===== config.mk =====
export PLATFORM = sky130hd
export DESIGN_NAME = flash_self_program_sequencer
export DESIGN_NICKNAME = d
export VERILOG_FILES = /design/src/core/flash_self_program_sequencer.v /design/src/core/flash_word_port.v
export VERILOG_INCLUDE_DIRS = /design/src /design/src/include
export SDC_FILE = /design/constraint.sdc
export NUM_CORES = 1
export LEC_CHECK = 0
export BUFFER_PORTS_ARGS = -buffer_cell sky130_fd_sc_hd__buf_2
export CORE_AREA = 3 3 144 146
export DETAILED_ROUTE_END_ITERATION = 10
export DIE_AREA = 0 0 147 149
export GPL_TIMING_DRIVEN = 1
export PLACE_DENSITY = 0.79
export SYNTH_ARGS = -nofsm -noshare
export SYNTH_HDL_FRONTEND = slang
export SYNTH_SLANG_ARGS = --single-unit

===== constraint.sdc =====
create_clock -name i_mclk -period 7.8 [get_ports i_mclk]
set_input_delay 0.78 -clock i_mclk [delete_from_list [all_inputs] [get_ports i_mclk]]
set_output_delay 0.78 -clock i_mclk [all_outputs]
set_load 0.01 [all_outputs]

===== src/include/flash_seq_regs.vh =====
// constants for the flash self-program sequencer
`ifndef FLASH_SEQ_REGS_VH
`define FLASH_SEQ_REGS_VH
// register write selects on the processor side
`define SEL_CTRL        3'h0
`define SEL_KEY         3'h1
`define SEL_ADDR_LOW    3'h2
`define SEL_ADDR_HIGH   3'h3
`define SEL_SRC_LOW     3'h4
`define SEL_SRC_HIGH    3'h5
// control register fields
`define CTRL_START_BIT  15
`define CTRL_OP_LSB     0
`define CTRL_OP_MSB     3
`define CTRL_RESET      16'h0000
// operation codes
`define OP_DWORD        4'h1
`define OP_ROW          4'h2
`define OP_PAGE_ERASE   4'h3
// unlock key values
`define KEY_FIRST       8'h55
`define KEY_SECOND      8'hAA
// geometry
`define ROW_WORDS       64
`define PAGE_ROWS       8
`define ROW_BYTES       192
`define PAGE_BYTES      1536
// flash word address per instruction word is 2
`define ROW_ADDR_SPAN   24'h00_0080
`define PAGE_ADDR_SPAN  24'h00_0400
`endif


===== src/core/flash_self_program_sequencer.v =====
// run-time self-programming sequencer for program flash
`timescale 1ns/100ps
`include "flash_seq_regs.vh"
module flash_self_program_sequencer #(
  parameter ROW_WORDS = `ROW_WORDS,
  parameter PAGE_ROWS = `PAGE_ROWS
) (
  input  wire        i_mclk,
  input  wire        i_reset,
  input  wire        i_wr_en,
  input  wire [2:0]  i_wr_sel,
  input  wire [15:0] i_wr_data,
  input  wire [47:0] i_dword_data,
  input  wire [23:0] i_ram_rdata,
  input  wire        i_ram_valid,
  input  wire        i_flash_ack,
  output reg         o_stall,
  output reg  [15:0] o_ctrl,
  output reg  [23:0] o_ram_addr,
  output reg         o_ram_rd,
  output reg  [23:0] o_flash_addr,
  output reg  [23:0] o_flash_wdata,
  output reg         o_flash_prog,
  output reg         o_flash_erase,
  output wire        o_flash_req,
  output reg         o_unlocked
);
  localparam S_IDLE  = 3'd0;
  localparam S_FETCH = 3'd1;
  localparam S_WAITD = 3'd2;
  localparam S_PROG  = 3'd3;
  localparam S_WAITF = 3'd4;
  localparam S_DONE  = 3'd5;

  reg [2:0]  state_r;
  reg [1:0]  key_r;
  reg [7:0]  addr_high_r;
  reg [15:0] addr_low_r;
  reg [15:0] src_low_r;
  reg [15:0] src_high_r;
  reg [3:0]  op_r;
  reg [9:0]  cnt_r;
  reg [9:0]  total_r;
  reg [23:0] base_r;
  reg        go_r;
  wire       word_done;
  wire [23:0] target = {addr_high_r, addr_low_r};
  wire start_req = i_wr_en && (i_wr_sel == `SEL_CTRL) &&
                   i_wr_data[`CTRL_START_BIT];
  wire [3:0] new_op = i_wr_data[`CTRL_OP_MSB:`CTRL_OP_LSB];
  wire launch = start_req && (key_r == 2'd2) && (state_r == S_IDLE);

  //////////////////////////////////////////////////////////////////////
  // base address for each operation: row and page aligned, double word with bits 1:0 set to 2
  reg [23:0] base_nxt;
  reg [9:0]  total_nxt;
  always @* begin
    base_nxt  = target;
    total_nxt = 10'd1;
    case (new_op)
      `OP_DWORD: begin
        base_nxt  = {target[23:2], 2'b10};
        total_nxt = 10'd2;
      end
      `OP_ROW: begin
        base_nxt  = target - (target % `ROW_ADDR_SPAN);
        total_nxt = ROW_WORDS[9:0];
      end
      `OP_PAGE_ERASE: begin
        base_nxt  = target - (target % `PAGE_ADDR_SPAN);
        total_nxt = 10'd1;
      end
      default: begin
        base_nxt  = target;
        total_nxt = 10'd1;
      end
    endcase
  end

  //////////////////////////////////////////////////////////////////////
  // unlock key tracking
  always @(posedge i_mclk or posedge i_reset) begin
    if (i_reset) begin
      key_r      <= 2'd0;
      o_unlocked <= 1'b0;
    end else begin
      if (i_wr_en && i_wr_sel == `SEL_KEY) begin
        if (i_wr_data[7:0] == `KEY_FIRST)
          key_r <= 2'd1;
        else if (i_wr_data[7:0] == `KEY_SECOND && key_r == 2'd1)
          key_r <= 2'd2;
        else
          key_r <= 2'd0;
      end else if (i_wr_en)
        key_r <= 2'd0;
      o_unlocked <= (key_r == 2'd2);
    end
  end

  //////////////////////////////////////////////////////////////////////
  // address and source pointer registers
  always @(posedge i_mclk or posedge i_reset) begin
    if (i_reset) begin
      addr_high_r <= 8'h00;
      addr_low_r  <= 16'h0000;
      src_low_r   <= 16'h0000;
      src_high_r  <= 16'h0000;
    end else if (i_wr_en && state_r == S_IDLE) begin
      case (i_wr_sel)
        `SEL_ADDR_HIGH: addr_high_r <= i_wr_data[7:0];
        `SEL_ADDR_LOW:  addr_low_r  <= i_wr_data;
        `SEL_SRC_LOW:   src_low_r   <= i_wr_data;
        `SEL_SRC_HIGH:  src_high_r  <= i_wr_data;
        default: ;
      endcase
    end
  end

  //////////////////////////////////////////////////////////////////////
  // flash handshake port
  flash_word_port u_port (
    .i_mclk  (i_mclk),
    .i_reset (i_reset),
    .i_go    (go_r),
    .i_ack   (i_flash_ack),
    .o_req   (o_flash_req),
    .o_done  (word_done)
  );

  //////////////////////////////////////////////////////////////////////
  // sequencer
  always @(posedge i_mclk or posedge i_reset) begin
    if (i_reset) begin
      state_r       <= S_IDLE;
      o_ctrl        <= `CTRL_RESET;
      o_stall       <= 1'b0;
      op_r          <= 4'h0;
      cnt_r         <= 10'd0;
      total_r       <= 10'd0;
      base_r        <= 24'h00_0000;
      go_r          <= 1'b0;
      o_ram_addr    <= 24'h00_0000;
      o_ram_rd      <= 1'b0;
      o_flash_addr  <= 24'h00_0000;
      o_flash_wdata <= 24'h00_0000;
      o_flash_prog  <= 1'b0;
      o_flash_erase <= 1'b0;
    end else begin
      go_r     <= 1'b0;
      o_ram_rd <= 1'b0;
      case (state_r)
        S_IDLE: begin
          if (i_wr_en && i_wr_sel == `SEL_CTRL)
            o_ctrl <= {1'b0, i_wr_data[14:0]};
          if (launch) begin
            o_ctrl  <= {1'b1, i_wr_data[14:0]};
            o_stall <= 1'b1;
            op_r    <= new_op;
            base_r  <= base_nxt;
            total_r <= total_nxt;
            cnt_r   <= 10'd0;
            if (new_op == `OP_ROW) begin
              o_ram_addr <= {src_high_r[7:0], src_low_r};
              o_ram_rd   <= 1'b1;
              state_r    <= S_WAITD;
            end else
              state_r <= S_PROG;
          end
        end
        S_FETCH: begin
          o_ram_rd <= 1'b1;
          state_r  <= S_WAITD;
        end
        S_WAITD: begin
          if (i_ram_valid) begin
            o_flash_wdata <= i_ram_rdata;
            o_ram_addr    <= o_ram_addr + 24'h00_0002;
            state_r       <= S_PROG;
          end
        end
        S_PROG: begin
          o_flash_addr  <= base_r + {13'h0000, cnt_r, 1'b0};
          o_flash_erase <= (op_r == `OP_PAGE_ERASE);
          o_flash_prog  <= (op_r != `OP_PAGE_ERASE);
          if (op_r == `OP_DWORD)
            o_flash_wdata <= cnt_r[0] ? i_dword_data[47:24]
                                      : i_dword_data[23:0];
          go_r    <= 1'b1;
          state_r <= S_WAITF;
        end
        S_WAITF: begin
          if (word_done) begin
            o_flash_prog  <= 1'b0;
            o_flash_erase <= 1'b0;
            if (cnt_r + 10'd1 >= total_r)
              state_r <= S_DONE;
            else begin
              cnt_r   <= cnt_r + 10'd1;
              state_r <= (op_r == `OP_ROW) ? S_FETCH : S_PROG;
            end
          end
        end
        S_DONE: begin
          o_ctrl[`CTRL_START_BIT] <= 1'b0;
          o_stall <= 1'b0;
          state_r <= S_IDLE;
        end
        default: state_r <= S_IDLE;
      endcase
    end
  end
endmodule // flash_self_program_sequencer


===== src/core/flash_word_port.v =====
// one flash word write or erase port with busy/done handshake
`timescale 1ns/100ps
module flash_word_port (
  input  wire        i_mclk,
  input  wire        i_reset,
  input  wire        i_go,
  input  wire        i_ack,
  output reg         o_req,
  output reg         o_done
);
  // request held until the flash macro acknowledges; done is one pulse
  always @(posedge i_mclk or posedge i_reset) begin
    if (i_reset) begin
      o_req  <= 1'b0;
      o_done <= 1'b0;
    end else begin
      o_done <= 1'b0;
      if (i_go)
        o_req <= 1'b1;
      else if (o_req && i_ack) begin
        o_req  <= 1'b0;
        o_done <= 1'b1;
      end
    end
  end
endmodule // flash_word_port


Yosys cells after proc, flatten, opt, wreduce, memory -nomap -nowiden --
Cells that the tools add are included.
Storage, ports and cells: flip-flop bits (word level) 197, input port bits 96, output and inout port bits 94, word-level logic and storage cells 129
Operators by class: add/subtract/negate cells 5, $lt $le $gt $ge 1, eq/ne operators 28, muxes and demuxes 41, reductions and logical operators 31
Operators with widths (number):
- 2-to-1 mux 24 bit | 6
- one-hot mux 24 bit (2 select lines) | 2
- one-hot mux 24 bit (3 select lines) | 1
- 2-to-1 mux 16 bit | 2
- 2-to-1 mux 10 bit | 3
- adder 24 x 11 -> 24 bit | 1
- adder 24 x 2 -> 24 bit (second input constant) | 1
- subtractor 24 x 10 -> 24 bit | 1
- subtractor 24 x 7 -> 24 bit | 1
- one-hot mux 10 bit (2 select lines) | 1
- AND reduction 2 bit | 9
- equality test 4 x 2 -> 1 bit (second input constant) | 4
- nonzero test 2 bit | 8
- one-hot mux 3 bit (5 select lines) | 1
- one-hot mux 7 bit (2 select lines) | 1
- equality test 3 x 2 -> 1 bit (second input constant) | 4
- equality test 3 bit (second input constant) | 4
- 2-to-1 mux 3 bit | 4
- adder 10 x 1 -> 10 bit (second input constant) | 1
- greater-or-equal comparator 10 bit | 1
- 2-to-1 mux 1 bit | 10
- 2-to-1 mux 2 bit | 5
- one-hot mux 1 bit (2 select lines) | 5
- equality test 4 x 1 -> 1 bit (second input constant) | 2
- other kinds (13) | 28

Logic depth before layout (Yosys ltp) --
Gate-level depths: netlist of run 1.
depth after elaboration 7, depth in mapped cells 10, gate-level depth less buffers 10

Modules after synthesis --
From an unflattened synthesis of run 1, not the netlist that was laid out.
Unflattened totals: cell total of the unflattened synthesis 939, area total of the unflattened synthesis 9232.6 µm²
Modules (own cells, without submodules):
- flash_self_program_sequencer | instances 1, cells an instance 933, area each 9155.0 µm², sequential area each 4704.5 µm²
- flash_word_port | instances 1, cells an instance 6, area each 77.6 µm², sequential area each 50.0 µm²

Worst setup path after synthesis of run 1 --
Ideal clock, no wire load.
path type input port to flip-flop, from input port i_wr_data[2], to register o_ram_addr[6], library setup time 129 ps, arrival 2464 ps, data required time 7671 ps, slack 5207 ps, stages 9, buffers on the path 3, cell sequence buf_2 -> or3b_1 -> buf_2 -> nor3_4 -> a21oi_2 -> or4_4 -> buf_2 -> o21ai_0 -> o21ai_0
Between the ends: word-level cells in the longest chain between the ends 3
Ends and longest elaborated chain:
- start, declared | line flash_self_program_sequencer.v:12 | input wire [15:0] i_wr_data,
- equality test 4 x 2 -> 1 bit
- != test 2 x 1 -> 1 bit (no line)
- AND reduction 4 bit (no line)
- end signal, assigned | line flash_self_program_sequencer.v:163 | o_ram_addr <= {src_high_r[7:0], src_low_r};
- end signal, assigned | line flash_self_program_sequencer.v:177 | o_ram_addr <= o_ram_addr + 24'h00_0002;
- end, declared | line flash_self_program_sequencer.v:19 | output reg [23:0] o_ram_addr,
Every way passes these cells. A chain may end at the register's enable or synchronous reset.

Worst setup path in the final report of run 1 --
from register state_r[1], to register cnt_r[0]
Between the ends: word-level cells in the longest chain between the ends 4, elaborated cells on any way between the ends 9, those cells by class eq/ne: 4; mux: 1; reduce/logical: 4
Ends and longest elaborated chain:
- start, declared | line flash_self_program_sequencer.v:35 | reg [2:0] state_r;
- start signal, assigned | line flash_self_program_sequencer.v:199 | state_r <= (op_r == `OP_ROW) ? S_FETCH : S_PROG;
- logical NOT 3 bit | line flash_self_program_sequencer.v:51, flash_self_program_sequencer.v:151
- logical AND 1 bit | line flash_self_program_sequencer.v:51 | wire launch = start_req && (key_r == 2'd2) && (state_r == S_IDLE);
- != test 2 bit (no line)
- AND reduction 4 bit (no line)
- end signal, assigned | line flash_self_program_sequencer.v:198 | cnt_r <= cnt_r + 10'd1;
- end, declared | line flash_self_program_sequencer.v:42 | reg [9:0] cnt_r;
Parallel ways exist; a longest one is shown, timed or not.

==> metrics.md, run 1 <==
| Metric | Value |
|---|---|
| Postcts setup bufs | 0 |
| Number of antenna diodes | 0 |
| Area leader, netlist | dfrtp_1 |
| Worst-margin pin slew | 1.03 ns |
| ANT nets after route | 0 |
| Synth top area cells | dfrtp_1 52%, mux2_2 7.2%, nand2_1 7.0% |
| CP Depth | 7 |
| Worst Setup End Kind | flip-flop |
| Post-CTS Hold Buffers | 0 |
| Worst hold slack | ~0.42 ns |
| Drc violations | 0 |
| Overflow after GRT | 0 |
| Vias per cell | between 5 and 6 |
| Synth async-reset ratio | 100% |
| Adder-Cell Fraction of Synth Area | 2.26% |
| FF-to-FF setup slack | 4.59 ns |
| Final worst slack | approximately 4.6 ns |
| First-pass GRT wire length | 36.4 mm |
| Initial Util | 47.2% |
| Cts repair resizes | 0 |
| Rel. slew slack | 30.2% |
| Unrepaired setup endpoints after global routing | no |
| I/O Pins | 190 |
| Mux contribution to synthesized area | 10.7% |
| CP Max Fanout | 37 |
| Initial antenna violation count | 0 |
| Net Count, Synth | 1043 |
| Vias | 7465 |
| Clock Skews | 0.00728 ns |
| Post-Syn Instances | slightly above 900 |
| Clock Tree Root | clkbuf_16 |
| Total die area | 0.0219 mm² |
| CP startpoint | state_r[1] |
| 1st-iter DRT viols | 549 |
| Sequential share of the synthesized area | approximately 52% |
| Synth Register Bits | between 150 and 200 |
| FP Rows | ~50 |
| Layout area overhead | 18.8% |
| Port Buffers | 189 |
| Status | completed |
| First drt pass iteration count | 5 |
| FMAX | 311 MHz |
| Combinational family with the most area after synthesis | simple AND/OR/NAND/NOR gates |
| Post-synthesis compound-gate area fraction | 13.0% |
| Worst setup path endpoint | cnt_r[0] |
| Critical Path RT | 8.12 ns |
| Placer Congestion | 0.892 |
| Worst R2R End | cnt_r[0] |
| Post-Synth XOR/XNOR Area | under 10% |
| Final hold vios | 0 |
| Die height | 149 µm |
| Core area | 0.0195 mm² |
| Post-Route WL | 22.9 mm |
| Final period utilization | 41.2% |
| Largest net degree at the start of global routing | 125 |
| Routed len/inst | between 15 and 20 µm |
| Total GRT Usage | about a fifth |
| Final slew viol count | 0 |
| Post-Syn Area | 0.00921 mm² |
| CTS sink cnt | 190 |
| Crit-path max cell delay | 0.81 ns |
| Ratio of cells with drive above 1 in the final layout | 27.8% |
| Pwr/cell area | 317 mW/mm² |
| Die Width | 147 µm |
| Setup violations, final | 0 |
| Synth Warn # | 0 |
| Reg2Reg Depth | 7 |
| CTS tree | built |
| Clock Latency Late Sink | 0.43 ns |
| CTS Buf Count | 17 |
| CP Launch Type | flip-flop |
| Synth Flop Type | dfrtp_1 |
| Crit path cell chain | nor3_1 -> nand3b_1 -> nor2_2 -> buf_4 -> a21oi_2 -> o21bai_4 -> mux2_4 |
| Post-synth EDFFs | 0 |
| CP max stage cell | nand3b_1 |
| Reg2reg start | state_r[1] |
| Crit path time final | 3.21 ns |
| Crit-path leading delay family | simple AND/OR/NAND/NOR gates |
| Crit path DAT | 3.53 ns |
| Clock Tree Buf Depth | 2 |
| Leak | 5.30 nW |
| Mean post-synth cell area | just under 10 µm² |
| Post-DP HPWL | roughly 16 mm |
| Vias in the first global route | 7042 |
| Peak VDD IR | 0.224 mV |
| Buf+Inv Stages, Crit Path | 1 |
| Pre-CTS setup slack | 4.23 ns |
| Post-synth top area share | 51.6% |
| H-tree depth | 4 |
| Hold Crit Class | reg2reg |
| Final setup TNS | 0 ns |
| # nets final | 1210 |
| Unique masters post-synth | 67 |
| Clock transition at the registers of the reported paths | 0.07 ns |
| Kind of critical path | reg2reg |
| Post-Synth Simple-Gate Area | 17.0% |
| # Max-Cap Violations | 0 |
worst min-delay path by stage:
| stage | depth (start not counted) | end | slack [ns] | start |
|---|---|---|---|---|
| 4_1_cts | 1 | u_port.o_done | 0.42 | go_r |
| 3_3_place_gp | 1 | u_port.o_done | 0.41 | go_r |
| 5_1_grt | 1 | u_port.o_done | 0.44 | go_r |
| 3_5_place_dp | 1 | u_port.o_done | 0.42 | go_r |
| 2_1_floorplan | 1 | u_port.o_done | 0.40 | go_r |
| 6_report | 1 | u_port.o_done | 0.42 | go_r |
cell type report:
class / count / area (µm²)
repair buffers: 197 / 1010
well taps: 265 / 332
flip-flops and latches: 190 / 4750
fillers: 1689 / 8580
multi-input cells: 674 / 4190
clock buffers: 19 / 453
inverters: 18 / 75.1
clock inverters: 11 / 134
routing by layer:
metal / up-vias / track usage (%) / wire length [µm] / part of all wire, %
li1: 3589 / - / - / -
met1: 3556 / 27.0 / 9750 / 43
met2: 292 / 35.2 / 11100 / 48
met3: 28 / 4.44 / 1700 / 7.4
met4: 0 / 6.29 / 374 / 1.6
met5: - / 0 / 0 / 0
metrics by stage:
step                cells  cell area [µm²]  util (%)  total power [mW]
finish               1374            10900      56.0              3.47
global route         1374            10900      56.0              3.69
CTS                  1374            10900      56.0              3.49
detailed placement   1344            10400      53.0              2.61
global placement     1344            10400      53.0              2.57
floorplan             931             9210         -              2.23
Yosys cell counts, drive strengths merged, types with 5 or more instances:
cell type / instances
nand3: 37
nand2b: 6
and2: 6
xnor2: 17
a21oi: 68
nand4: 5
mux2: 65
clkbuf: 35
ha: 15
xor2: 8
inv: 18
and3: 7
nor3: 14
o21ai: 80
o31ai: 6
a21o: 7
nor4: 5
nor2: 63
mux2i: 25
dfrtp: 190
nand2: 172
buf: 14
o22ai: 11
state kept, by name, summed over array words and instances, names as in the netlist, 2 cells and up:
register / cells
state_r: 3
src_high_r: 8
o_ctrl: 16
o_flash_wdata: 24
addr_low_r: 16
op_r: 4
key_r: 2
o_flash_addr: 24
o_ram_addr: 24
total_r: 3
base_r: 24
src_low_r: 16
addr_high_r: 8
cnt_r: 10
power by group:
| part | leakage (nW) | total [mW] | switching, mW | internal, mW |
|---|---|---|---|---|
| Combinational | 2.57 | 1.09 | 0.623 | 0.466 |
| Clock | 0.275 | 0.873 | 0.383 | 0.490 |
| Sequential | 2.46 | 1.51 | 0.227 | 1.28 |
| Total | 5.30 | 3.47 | 1.23 | 2.24 |
cell usage in the layout (no fill, tap or decap), types with 15 or more instances in the layout:
cell type	count
nand2_1	172
mux2i_1	25
clkbuf_16	17
dfrtp_1	190
buf_2	189
a21oi_1	64
ha_1	15
o21ai_0	79
xnor2_1	17
nor2_1	62
mux2_2	59
inv_1	17
nand3_1	37
cell families after synthesis:
logic type,after synthesis
simple gates,342
compound gates,201
flops,190
mux,90
buf+inv,67
xor+xnor,25
fa+ha+maj,16
Note: power is estimated with default switching activity, not from simulation.
==> run 2: changes to the inputs <==
ABC_AREA = 1   (was unset)
CORE_AREA = 3 3 147 149   (was 3 3 144 146)
DIE_AREA = 0 0 150 152   (was 0 0 147 149)
PLACE_DENSITY = 0.78   (was 0.79)
clock period = 3.1 ns   (was 7.8 ns; I/O delays follow)
==> run 2 against run 1 <==
  * Clock-buffer cell count rose by 3
  * Hold slack got worse by 0.37 ns
  * Synthesized cell count increased by 25%
==> metrics.md, run 2 <==
| Metric | Value |
|---|---|
| Dpl cells | 1587 (+18%) |
| I/O Pins | 190 (unchanged) |
| Port Buffers | 189 (unchanged) |
| Post-Syn Instances | 1161 (+25%) |
| Clock Latency Late Sink | 0.43 ns (about the same) |
| Met1 WL | 11.4 mm (+17%) |
| Kind of critical path | reg2reg |
| # Max-Cap Violations | 0 (unchanged) |
| Commonest non-fill, non-tap cells in the layout | 282 x nand2_1, 190 x dfrtp_1, 189 x buf_2 |
| Critical Path RT | 3.41 ns (-4.71 ns) |
| # nets final | 1448 (+20%) |
| Placer Congestion | 0.873 (-2.2%) |
| Layout area overhead | 18.3% |
| Clock transition at the registers of the reported paths | 0.07 ns (about the same) |
| Crit-path max cell delay | 0.51 ns (-0.30 ns) |
| Placed instance area | 0.0108 mm² (+3.9%) |
| Vias in the first global route | 8166 (+16%) |
| Clock Tree Root | clkbuf_16 |
| Post-CTS Hold Buffers | 0 (unchanged) |
| Post-Route WL | 27.0 mm (+18%) |
| Setup violations, final | 0 (unchanged) |
| Post-Syn Area | 0.00954 mm² (+3.6%) |
| Status | completed |
| Top-count cell post-synth | nand2_1 |
| Unrepaired setup endpoints after global routing | no |
| Postcts setup bufs | 0 (unchanged) |
| Total GRT Usage | 23.1% (+2.4 points) |
| Core area | 0.0203 mm² (+4.0%) |
| Crit path time final | 2.65 ns (-0.568 ns) |
| Vias per cell | 5.42 (-0.18%) |
| FMAX | 378 MHz (+21%) |
| CTS tree | built |
| Clock Tree Buf Depth | 2 (unchanged) |
| Initial antenna violation count | 0 (unchanged) |
| First-pass GRT wire length | 42.4 mm (+17%) |
| Worst-margin pin slew | 0.877 ns (-0.156 ns) |
| Peak VDD IR | 0.644 mV (+190%) |
| Post-synth EDFFs | 0 (unchanged) |
| Synth Register Bits | 190 (unchanged) |
| Final Non-Filler Cells | 1616 (+18%) |
| Number of antenna diodes | 0 (unchanged) |
| Final slew viol count | 0 (unchanged) |
| CTS Buf Count | 17 (unchanged) |
| CP Launch Type | flip-flop |
| Pwr/cell area | 841 mW/mm² (+170%) |
| Reg2Reg Depth | 14 (+7) |
| Most instantiated cells after synthesis | 282 x nand2_1, 190 x dfrtp_1, 109 x inv_1, 98 x nor2_1, 92 x o21ai_0 |
| Clock Skews | 0.0112 ns (+0.00395 ns) |
| Crit path cell chain | ha_1 -> nand3_1 -> inv_1 -> nand3_1 -> xor2_1 -> inv_1 -> ha_1 -> nand3b_1 -> nor2_1 -> nand4_1 -> nand2_2 -> nand2_2 -> nand2_1 -> nand2_1 |
| Vias | 8764 (+17%) |
| Post-synth top area share | 49.8% (-1.8 points) |
| FP Rows | 52 (+2.0%) |
| Die Width | 150 µm (+2.0%) |
| Synth Warn # | 0 (unchanged) |
| 1st-iter DRT viols | 715 (+30%) |
| Final setup TNS | 0 ns (unchanged) |
| CTS sink cnt | 190 (unchanged) |
| Reg2reg start | cnt_r[0] |
| Overflow after GRT | 0 (unchanged) |
| Total die area | 0.0228 mm² (+4.1%) |
| Die height | 152 µm (+2.0%) |
| Rel. slew slack | 41.5% (+11 points) |
| Final hold vios | 0 (unchanged) |
| Mean post-synth cell area | 8.22 µm² (-17%) |
| Design Area, Final | 0.0113 mm² (+3.1%) |
| Worst Setup End Kind | flip-flop |
| Synth top area cells | dfrtp_1 50%, nand2_1 11%, o21ai_0 4.8% |
| Routed len/inst | 16.7 µm (about the same) |
| Met2 WL | 12.5 mm (+13%) |
| Commonest non-fill, non-tap cell in the layout | nand2_1 |
| Post-DP HPWL | 19.6 mm (+21%) |
| Fillers | 1882 (+11%) |
| CP Max Fanout | 8 (-78%) |
| Top sig layer | met4 |
| Synth Flop Type | dfrtp_1 |
| Area leader, netlist | dfrtp_1 |
| Leak | 5.62 nW (+5.9%) |
| Ratio of cells with drive above 1 in the final layout | 21.8% (-5.9 points) |
| Routed wl met3 | 2.39 mm (+40%) |
| Final period utilization | 85.3% (+44 points) |
| First drt pass iteration count | 6 (+1) |
| Sequential share of the synthesized area | 49.8% (-1.8 points) |
| Hold Crit Class | in2async |
| Net Count, Synth | 1273 (+22%) |
| CP max stage cell | dfrtp_1 |
| Drc violations | 0 (unchanged) |
| Crit path DAT | 2.96 ns (-0.57 ns) |
| Initial Util | 47.0% (-0.18 points) |
| Largest net degree at the start of global routing | 60 (-52%) |
| Cts repair resizes | 0 (unchanged) |
| Synth async-reset ratio | 100% (unchanged) |
| H-tree depth | 4 (unchanged) |
| Unique masters post-synth | 44 (-34%) |
| FF-to-FF setup slack | 0.45 ns (-4.13 ns) |
| ANT nets after route | 0 (unchanged) |
| Worst R2R End | cnt_r[6] |
==> run 2: cell count changes in the layout (fill, tap and decap cells not counted), sizes merged, moves of 27 or more <==
cell | before | now
nand2 | 172 | 285
inv | 21 | 121
mux2 | 65 | 4
nor2 | 63 | 111
o21ai | 80 | 112
a31oi | 1 | 30
o211ai | 1 | 28
==> run 2: per-stage QoR <==
step | total power, mW | hold WS, ns | setup WS [ns] | utilization, %
after global routing | 10.1 | 0.0956 | 0.195 | 55.6
after CTS | 9.52 | 0.0592 | 0.474 | 55.6
after detailed placement | 7.50 | 0.446 | 0.557 | 53.0
final | 9.49 | 0.0490 | 0.455 | 55.6
after floorplan | 6.19 | 0.403 | 0.342 | -
after global placement | 7.36 | 0.436 | 0.616 | 53.0
==> run 2: cells by family after synthesis <==
logic type / Yosys count / share of synthesized area (%)
compound gates: 244 / 14.7
mux: 4 / 0.472
xor+xnor: 20 / 1.84
flops: 190 / 49.8
buf+inv: 164 / 6.86
fa+ha+maj: 16 / 2.18
simple gates: 523 / 24.1
==> run 2: how the worst max path moves through the flow <==
stage / start / to / slack [ns]
2_1_floorplan: i_reset / addr_high_r[0] / 0.34
3_3_place_gp: cnt_r[0] / o_flash_addr[23] / 0.62
3_5_place_dp: cnt_r[0] / cnt_r[6] / 0.56
4_1_cts: cnt_r[0] / cnt_r[6] / 0.47
5_1_grt: cnt_r[0] / cnt_r[3] / 0.19
6_report: cnt_r[0] / cnt_r[6] / 0.45
==> run 2: final cells by class <==
type	count	area, µm²	area share [%]
Multi-Input combinational cell	807	4140	36.7
Clock inverter	7	56.3	0.499
Sequential cell	190	4750	42.1
Tap cell	270	338	2.99
Inverter	119	450	3.99
Timing Repair Buffer	201	1070	9.52
Clock buffer	22	464	4.11
==> run 2: report_power, final <==
group          switching, mW  total [mW]  internal, mW
clock                  0.944        2.01          1.07
combinational           2.26        3.56          1.30
sequential             0.589        3.92          3.33
total                   3.79        9.49          5.70
==> run 2: routing by layer <==
metal	vias to the layer above	global-route usage, %
li1	4174	-
met1	4170	31.5
met2	377	36.7
met3	43	5.78
met4	0	6.62
met5	-	0
==> run 2: critical path: cells and delay by family, from the launching register on <==
family	cells	cell delay (ns)
xor+xnor	1	0.19
fa+ha+maj	2	0.43
buf+inv	2	0.20
flops	1	0.51
simple gates	9	1.21
